==> config.mk <==
export PLATFORM = sky130hd
export DESIGN_NAME = ssa_rx_port
export DESIGN_NICKNAME = d
export VERILOG_FILES = /design/src/rtl/ssa_pkg.sv /design/src/rtl/ssa_rx_port.sv
export SDC_FILE = /design/constraint.sdc
export NUM_CORES = 1
export LEC_CHECK = 0
export BUFFER_PORTS_ARGS = -buffer_cell sky130_fd_sc_hd__buf_2
export CORE_AREA = 2 2 91 93
export CTS_CLUSTER_DIAMETER = 100
export DETAILED_ROUTE_END_ITERATION = 10
export DIE_AREA = 0 0 93 95
export PLACE_DENSITY = 0.71
export SYNTH_ARGS = -nofsm -noshare
export SYNTH_HDL_FRONTEND = slang
export SYNTH_SLANG_ARGS = --single-unit
==> constraint.sdc <==
create_clock -name ref_clk -period 3 [get_ports ref_clk]
set_input_delay 0.6 -clock ref_clk [delete_from_list [all_inputs] [get_ports ref_clk]]
set_output_delay 0.6 -clock ref_clk [all_outputs]
set_load 0.02 [all_outputs]
==> src/rtl/ssa_pkg.sv <==
package ssa_pkg;

  // ****************************************
  // Synchroniser lanes
  // ****************************************
  localparam int PIN_RXCLK = 0;
  localparam int PIN_RXDAT = 1;
  localparam int PIN_CDN = 2;
  localparam int PIN_EN = 3;
  localparam int PIN_RSTN = 4;
  localparam int PIN_N = 5;

  // ****************************************
  // Bus address bits
  // ****************************************
  localparam int ADR_RS = 0;
  localparam int ADR_HI = 1;

  // ****************************************
  // Register fields
  // ****************************************
  localparam int C1_RXRS = 0;
  localparam int C1_TXRS = 1;
  localparam int C1_STRIP = 2;
  localparam int C1_CLRSYNC = 3;
  localparam int C1_TIE = 4;
  localparam int C1_RIE = 5;
  localparam int C1_AC1 = 6;
  localparam int C1_AC2 = 7;
  localparam int C2_PC1 = 0;
  localparam int C2_PC2 = 1;
  localparam int C2_ONEBYTE = 2;
  localparam int C2_EIE = 7;
  localparam int C3_EXT = 0;
  localparam int C3_ONESYNC = 1;
  localparam int ST_RDA = 0;
  localparam int ST_DCD = 2;
  localparam int ST_OVR = 5;
  localparam int ST_IRQ = 7;
  localparam logic [1:0] AC_C2 = 2'h0;
  localparam logic [1:0] AC_C3 = 2'h1;
  localparam logic [1:0] AC_SYNC = 2'h2;

  // ****************************************
  // Reset values and counts
  // ****************************************
  localparam logic [7:0] C1_RST = 8'h03;
  localparam logic [7:0] C2_RST = 8'h00;
  localparam logic [7:0] C3_RST = 8'h00;
  localparam logic [7:0] SYNC_RST = 8'h00;
  localparam logic [7:0] SHIFT_RST = 8'hFF;
  localparam logic [2:0] CHAR_LAST = 3'h7;

  typedef enum logic [1:0] {
    RX_HUNT,
    RX_SECOND,
    RX_LOCKED
  } ssa_rxst_t;

endpackage

==> src/rtl/ssa_rx_port.sv <==
`timescale 1ns/1ps

// What this block does
// - No sync codes stored before sync completes
// - Strip-sync drops sync codes after sync, except in external mode
// - Sync held until clear-sync, or carrier loss in external mode; clear-sync inhibits search
// - Characters enter FIFO, advance on enable pulses
// - One-byte mode: available when slot 3 full
// - Two-byte mode: available when slots 2,3 full
// - Interrupt when data available and enabled
// - FIFO read clears available and interrupt
// - Remaining characters shift, flags set again
// - Push into full slot 1 sets overrun unless slot 1 moves to slot 2 in that cycle
// - Overrun interrupts when error enable set
// - Overrun clears after status then data read
// - Data driven only on reads
// - Enable clock gates transfers, moves FIFO
// - Direction picks read or write registers
// - Respond only when selected
// - Address bit 0 is register select
// - Interrupt pin active low, open drain
// - Reset pin low forces control bits
// - Sections stay reset; bits locked during reset
// - Receiver samples on rising serial clock
// - External mode syncs on carrier detect
// - Receiver reset clears logic, shift to ones
module ssa_rx_port
  import ssa_pkg::*;
(
  input wire logic ref_clk,
  input wire logic rst,
  input wire logic wb_cyc_i,
  input wire logic wb_stb_i,
  input wire logic wb_we_i,
  input wire logic [1:0] wb_adr_i,
  input wire logic [0:0] wb_sel_i,
  input wire logic [7:0] wb_dat_i,
  output logic [7:0] wb_dat_o,
  output logic wb_ack_o,
  input wire logic busEnableClock,
  input wire logic devResetN,
  input wire logic rxClk,
  input wire logic rxData,
  input wire logic carrierDetectN,
  output logic irqOutN,
  output logic irqOeN,
  output logic modemCtrlOut
);

  // ****************************************
  // Pin synchronisers and edges
  // ****************************************
  logic [PIN_N-1:0] syncA_ff;
  logic [PIN_N-1:0] syncB_ff;
  logic [PIN_N-1:0] prevB_ff;

  always_ff @(posedge ref_clk or posedge rst) begin
    if (rst) begin
      syncA_ff <= '0;
      syncB_ff <= '0;
      prevB_ff <= '0;
    end else begin
      syncA_ff <= {devResetN, busEnableClock,
                   carrierDetectN, rxData, rxClk};
      syncB_ff <= syncA_ff;
      prevB_ff <= syncB_ff;
    end
  end

  wire rxEdge = syncB_ff[PIN_RXCLK] & ~prevB_ff[PIN_RXCLK];
  wire enPulse = ~syncB_ff[PIN_EN] & prevB_ff[PIN_EN];
  wire rxBit = syncB_ff[PIN_RXDAT];
  wire cdOn = ~syncB_ff[PIN_CDN];
  wire devRstLow = ~syncB_ff[PIN_RSTN];

  // ****************************************
  // Bus decode
  // ****************************************
  logic ack_ff;
  logic [7:0] datOut_ff;
  logic [7:0] ctl1_ff;
  logic [7:0] ctl2_ff;
  logic [7:0] ctl3_ff;
  logic [7:0] syncCode_ff;

  // Accesses complete only on an enable falling edge
  wire req = wb_cyc_i & wb_stb_i & ~ack_ff;
  wire go = req & enPulse;
  wire adrOk = ~wb_adr_i[ADR_HI];
  wire rsel = wb_adr_i[ADR_RS];
  wire rd = go & ~wb_we_i & adrOk;
  wire wr = go & wb_we_i & adrOk & wb_sel_i[0];
  wire [1:0] acSel = {ctl1_ff[C1_AC2], ctl1_ff[C1_AC1]};
  wire stRead = rd & ~rsel;
  wire fifoRd = rd & rsel;
  wire c1Wr = wr & ~rsel;
  wire c2Wr = wr & rsel & (acSel == AC_C2);
  wire c3Wr = wr & rsel & (acSel == AC_C3);
  wire scWr = wr & rsel & (acSel == AC_SYNC);

  // ****************************************
  // Control registers
  // ****************************************
  wire rxRs = ctl1_ff[C1_RXRS];
  wire txRs = ctl1_ff[C1_TXRS];
  wire strip = ctl1_ff[C1_STRIP];
  wire clearSync = ctl1_ff[C1_CLRSYNC];
  wire rx_irq_enable = ctl1_ff[C1_RIE];
  wire error_irq_enable = ctl2_ff[C2_EIE];
  wire oneByte = ctl2_ff[C2_ONEBYTE];
  wire extSync = ctl3_ff[C3_EXT];
  wire oneSync = ctl3_ff[C3_ONESYNC];

  // Bits that the reset pin owns are forced to fixed values while it is low
  logic [7:0] nxt_ctl1;
  logic [7:0] nxt_ctl2;
  logic [7:0] nxt_ctl3;

  always_comb begin
    nxt_ctl1 = c1Wr ? wb_dat_i : ctl1_ff;
    nxt_ctl2 = c2Wr ? wb_dat_i : ctl2_ff;
    nxt_ctl3 = c3Wr ? wb_dat_i : ctl3_ff;
    if (devRstLow) begin
      nxt_ctl1[C1_RXRS] = 1'b1;
      nxt_ctl1[C1_TXRS] = 1'b1;
      nxt_ctl2[C2_PC1] = 1'b0;
      nxt_ctl2[C2_PC2] = 1'b0;
      nxt_ctl2[C2_EIE] = 1'b0;
      nxt_ctl3[C3_EXT] = 1'b0;
    end
  end

  always_ff @(posedge ref_clk or posedge rst) begin
    if (rst) begin
      ctl1_ff <= C1_RST;
      ctl2_ff <= C2_RST;
      ctl3_ff <= C3_RST;
      syncCode_ff <= SYNC_RST;
    end else begin
      ctl1_ff <= nxt_ctl1;
      ctl2_ff <= nxt_ctl2;
      ctl3_ff <= nxt_ctl3;
      if (scWr) begin
        syncCode_ff <= wb_dat_i;
      end
    end
  end

  // ****************************************
  // Character framing
  // ****************************************
  ssa_rxst_t state_ff;
  ssa_rxst_t nxt_state;
  logic [7:0] shift_ff;
  logic [2:0] bitCnt_ff;
  logic [2:0] nxt_bitCnt;
  logic push;

  wire [7:0] shNext = {rxBit, shift_ff[7:1]};
  wire syncHit = shNext == syncCode_ff;
  wire charDone = bitCnt_ff == CHAR_LAST;

  always_comb begin
    nxt_state = state_ff;
    nxt_bitCnt = bitCnt_ff;
    push = 1'b0;
    if (rxRs) begin
      nxt_state = RX_HUNT;
      nxt_bitCnt = '0;
    end else if (clearSync) begin
      nxt_state = RX_HUNT;
      nxt_bitCnt = '0;
    end else if (rxEdge) begin
      nxt_bitCnt = bitCnt_ff + 3'h1;
      unique case (state_ff)
        RX_HUNT: begin
          nxt_bitCnt = '0;
          if (extSync && cdOn) begin
            // The bit seen with carrier is the first data bit
            nxt_state = RX_LOCKED;
            nxt_bitCnt = 3'h1;
          end else if (!extSync && syncHit) begin
            nxt_state = oneSync ? RX_LOCKED : RX_SECOND;
          end
        end
        RX_SECOND: begin
          if (charDone) begin
            nxt_state = syncHit ? RX_LOCKED : RX_HUNT;
          end
        end
        RX_LOCKED: begin
          if (extSync && !cdOn) begin
            nxt_state = RX_HUNT;
            nxt_bitCnt = '0;
          end else if (charDone) begin
            push = !(strip && !extSync && syncHit);
          end
        end
      endcase
    end
  end

  always_ff @(posedge ref_clk or posedge rst) begin
    if (rst) begin
      state_ff <= RX_HUNT;
      bitCnt_ff <= '0;
      shift_ff <= SHIFT_RST;
    end else begin
      state_ff <= nxt_state;
      bitCnt_ff <= nxt_bitCnt;
      if (rxRs) begin
        shift_ff <= SHIFT_RST;
      end else if (rxEdge) begin
        shift_ff <= shNext;
      end
    end
  end

  // ****************************************
  // Three-slot receive FIFO
  // ****************************************
  logic [7:0] slot_ff [1:3];
  logic [3:1] valid_ff;
  logic ovr_ff;
  logic ovrSeen_ff;

  // One step per enable pulse; a slot moves only into an empty one
  wire mv23 = enPulse & valid_ff[2] & ~valid_ff[3];
  wire mv12 = enPulse & valid_ff[1] & ~valid_ff[2];
  wire pop = fifoRd & valid_ff[3];
  wire ovrEvt = push & valid_ff[1] & ~mv12;
  wire ovrClr = fifoRd & ovrSeen_ff;
  wire rx_data_avail_flag = oneByte ? valid_ff[3]
                     : valid_ff[3] & valid_ff[2];
  wire irqStat = (rx_irq_enable & rx_data_avail_flag) | (error_irq_enable & ovr_ff);

  wire [3:1] nxt_valid = {
    (valid_ff[3] & ~pop) | mv23,
    (valid_ff[2] & ~mv23) | mv12,
    (valid_ff[1] & ~mv12) | push
  };

  always_ff @(posedge ref_clk or posedge rst) begin
    if (rst) begin
      valid_ff <= '0;
      slot_ff[1] <= '0;
      slot_ff[2] <= '0;
      slot_ff[3] <= '0;
    end else begin
      valid_ff <= rxRs ? 3'h0 : nxt_valid;
      if (push) begin
        slot_ff[1] <= shNext;
      end
      if (mv12) begin
        slot_ff[2] <= slot_ff[1];
      end
      if (mv23) begin
        slot_ff[3] <= slot_ff[2];
      end
    end
  end

  // New overrun wins over a pending clear and re-arms the status read
  always_ff @(posedge ref_clk or posedge rst) begin
    if (rst) begin
      ovr_ff <= 1'b0;
      ovrSeen_ff <= 1'b0;
    end else if (rxRs) begin
      ovr_ff <= 1'b0;
      ovrSeen_ff <= 1'b0;
    end else begin
      ovr_ff <= ovrEvt | (ovr_ff & ~ovrClr);
      ovrSeen_ff <= ~ovrEvt & ~ovrClr
                    & (ovrSeen_ff | (stRead & ovr_ff));
    end
  end

  // ****************************************
  // Read data, acknowledge and pins
  // ****************************************
  logic [7:0] status;

  always_comb begin
    status = '0;
    status[ST_RDA] = rx_data_avail_flag;
    status[ST_DCD] = cdOn;
    status[ST_OVR] = ovr_ff;
    status[ST_IRQ] = irqStat;
  end

  // Unmapped or write cycles return zero
  wire [7:0] rdMux = rsel ? slot_ff[3] : status;

  always_ff @(posedge ref_clk or posedge rst) begin
    if (rst) begin
      ack_ff <= 1'b0;
      datOut_ff <= '0;
      irqOeN <= 1'b1;
      irqOutN <= 1'b0;
      modemCtrlOut <= 1'b1;
    end else begin
      ack_ff <= go;
      datOut_ff <= rd ? rdMux : 8'h00;
      irqOeN <= ~irqStat;
      irqOutN <= 1'b0;
      modemCtrlOut <= ~ctl2_ff[C2_PC1];
    end
  end

  assign wb_ack_o = ack_ff;
  assign wb_dat_o = datOut_ff;
endmodule

==> flow_metrics.tcl <==
set metrics [dict create \
    grt_pass1_vias 2127 \
    switchingPower_mw 0.4871 \
    clk_latency_ps 360 \
    pre_cts_slack_ps 827.8 \
    overflow 0 \
    dr_total_vias 2039 \
    netSwitchingFraction 0.2381 \
    wl_mm 5.755 \
    worst_setup_path_start_kind "register" \
    met3_usage 0.05427 \
    num_io_pins 33 \
    finalSetupTns_ps 0 \
    die_x_um 93 \
    synth_top_area_frac 0.5317 \
    die_h_um 95 \
    drive_above_1_share 0.3576 \
    layout.cells.non_filler 407 \
    reg2reg_slack_ps 980 \
    cts_hold_buffers 0 \
    hold-path-cell-count 1 \
    syn_nets 287 \
    dpl.hpwl_mm 4.215 \
    status "finished clean" \
    syn_avg_cell_area_um2 13.16 \
    layout_commonest_cell "dfrtp_1" \
    intPower_mw 1.559 \
    grt_max_degree 50 \
    netlist_instances 261 \
    cts.clk_slew.worst_paths_ps 90 \
    htree_levels 3 \
    core_mm2 0.007928 \
    crit_path_start "shift_ff[5]" \
    rows 33 \
    yosysTopAreaCell "dfrtp_1" \
    hold_end "syncA_ff[4]" \
    p_leak_nw 1.857 \
    clock_sinks 83 \
    required_ps 3240 \
    min_period_over_period 0.6721 \
    portBuffers 31 \
    yosysUniqueCellTypes 40 \
    combPwrFrac 0.036 \
    max_clock_freq_mhz 495.9 \
    ys_seq_elements 83 \
    netlist_area_mm2 0.003436 \
    routed_via_density 5.010 \
    antenna_found_initial 0 \
    drtIter0Drc 83 \
    synth.area.top_cells "dfrtp_1 (53%), mux2_2 (13%), dfstp_2 (7.6%)" \
    clock_power_share 0.404 \
    numCtsBuffers 9 \
    tightestPinTransition_ps 834.5 \
    r2r-start "shift_ff[5]" \
    holdCritStartpoint "devResetN" \
    power_density_mw_per_mm2 522.2 \
    rr_endpoint "slot_ff[19]" \
    clockBufferDepth 2 \
    drv_cap 0 \
    post_cts_buffers 0 \
    cp_max_fo 11 \
    pwr-share-seq 0.560 \
    ant_nets 0 \
    ir_worst_vdd_uv 313.0 \
    cts_tree "built" \
    fin_nets 323 \
    wl_per_cell_um 14.14 \
    start_util 0.4334 \
    setup_viol 0 \
    slew_headroom 0.4430 \
    yosys_warnings 0 \
    hp-class "input pin to register" \
    drc 0 \
    grtUsageMet2 0.2494 \
    area_growth_syn_to_layout_pct 14.02 \
    dr.pass1.iters 4 \
    critPathCaptureType "register" \
    n_antenna_cell 0 \
    gp_routability_congestion 0.8286 \
    cts-resized-gates 0 \
    mostFrequentLayoutCells "dfrtp_1 (73), mux2_2 (41), buf_2 (31)" \
    crit_type "register to register" \
    hold_viol 0 \
    crit_arrival_ps 2260 \
    track_usage 0.1526 \
    place_inst 391 \
    grt_pass1_wl_mm 10.14 \
    dieArea_mm2 0.008835 \
    rsz0062_at_grt "no" \
    layout_min_cycle_time_ps 2016 \
    cts_root_buf "clkbuf_8" \
    grt.busiest_layer "met2" \
    reg2reg_depth 5 \
    drv_slew 0 \
    skew_ps 11.63 \
    fill_cells 726 \
    timing.final.ws_setup_ps 983.6 \
    use_met1 0.1900 \
    ys_seq_area_frac 0.6082 \
]
-- per-stage QoR --
| step | area, um^2 | power [mW] | utilization | hold WS [ps] |
|---|---|---|---|---|
| 2_1_floorplan | 3436 | 1.211 | - | 331.2 |
| 3_3_place_gp | 3711 | 1.242 | 0.4681 | 331.5 |
| 3_5_place_dp | 3711 | 1.244 | 0.4681 | 336.3 |
| 4_1_cts | 3918 | 2.071 | 0.4942 | 324.9 |
| 5_1_grt | 3918 | 2.129 | 0.4942 | 321.9 |
| 6_report | 3918 | 2.046 | 0.4942 | 336.7 |
-- routing by layer --
metal | vias up | share of wire
met1 | 1014 | 0.45
li1 | 977 | -
met2 | 36 | 0.48
met4 | 0 | 0.015
met3 | 12 | 0.047
met5 | - | 0
-- registers in the layout, indices dropped and copies added, names as in the netlist, 3 cells and up --
signal,flops
ctl2_ff,3
shift_ff,7
syncB_ff,5
syncA_ff,5
ctl1_ff,6
slot_ff,24
syncCode_ff,8
bitCnt_ff,3
wb_dat_o,8
valid_ff,3
-- worst max path at each step --
stage                     endpoint  slack (ps)  depth (start not counted)
floorplan             bitCnt_ff[0]         280                          1
global placement    syncCode_ff[4]         850                          5
detailed placement  syncCode_ff[6]         830                          5
CTS                    slot_ff[19]         950                          5
global route           slot_ff[20]         850                          5
finish                 slot_ff[19]         980                          5
-- critical path, cell delays in order, from the launching register on --
cell     delay, ps
dfstp_2        580
xnor2_1        130
nand4_1        100
nor2_1         310
a31o_2         400
mux2_2         370
-- cell families after synthesis --
| kind of cell | synth area share |
|---|---|
| AO/OA/AOI/OAI | 0.04916 |
| XOR/XNOR | 0.02039 |
| adder cells (fa/ha/maj) | 0.01821 |
| buffers and inverters | 0.02149 |
| flip-flops | 0.6082 |
| multiplexers | 0.1519 |
| other | 0.001091 |
| AND/OR/NAND/NOR | 0.1296 |
-- power groups by stage --
| stage | Combinational (mW) | Clock [mW] | Sequential (mW) |
|---|---|---|---|
| final | 0.0741 | 0.826 | 1.15 |
| after global routing | 0.0854 | 0.896 | 1.15 |
| after CTS | 0.0767 | 0.848 | 1.15 |
| after detailed placement | 0.0766 | 0 | 1.17 |
| after global placement | 0.0751 | 0 | 1.17 |
| after floorplan | 0.0467 | 0 | 1.16 |
-- Yosys cell counts --
| master | instances |
|---|---|
| nor3b_2 | 2 |
| o32ai_1 | 1 |
| nor4_1 | 1 |
| nor2b_1 | 5 |
| ha_1 | 5 |
| nor4b_4 | 1 |
| buf_2 | 2 |
| o2bb2a_1 | 1 |
| nand4_1 | 3 |
| buf_4 | 1 |
| dfstp_2 | 10 |
| o21ai_0 | 5 |
| or2_1 | 2 |
| o211ai_1 | 1 |
| nand2_1 | 18 |
| nand3b_1 | 8 |
| mux2_2 | 41 |
| inv_1 | 11 |
| conb_1 | 1 |
| nor3_1 | 3 |
| xnor2_1 | 8 |
| a21oi_1 | 9 |
| mux2i_1 | 6 |
| nor3b_1 | 1 |
| nand2b_1 | 4 |
| o22ai_1 | 1 |
| and4bb_2 | 1 |
| a2bb2oi_1 | 1 |
| nor2_1 | 16 |
| nor4_2 | 1 |
| a22oi_1 | 1 |
| a32o_1 | 2 |
| nand4b_4 | 1 |
| and2_1 | 6 |
| a31o_2 | 1 |
| o221a_2 | 1 |
| dfrtp_1 | 73 |
| or3_1 | 1 |
| clkbuf_1 | 4 |
| a41o_1 | 1 |
-- final cells by class --
type | instances | area, um^2 | area share
sequential | 83 | 2090 | 0.5334
multi-input combinational | 160 | 1272 | 0.3248
timing repair buffer | 32 | 175.2 | 0.04471
tap | 105 | 131.4 | 0.03354
clock buffer | 9 | 123.9 | 0.03162
clock inverter | 7 | 82.58 | 0.02108
inverter | 11 | 42.54 | 0.01086
Power figures use the tool's default switching activity.
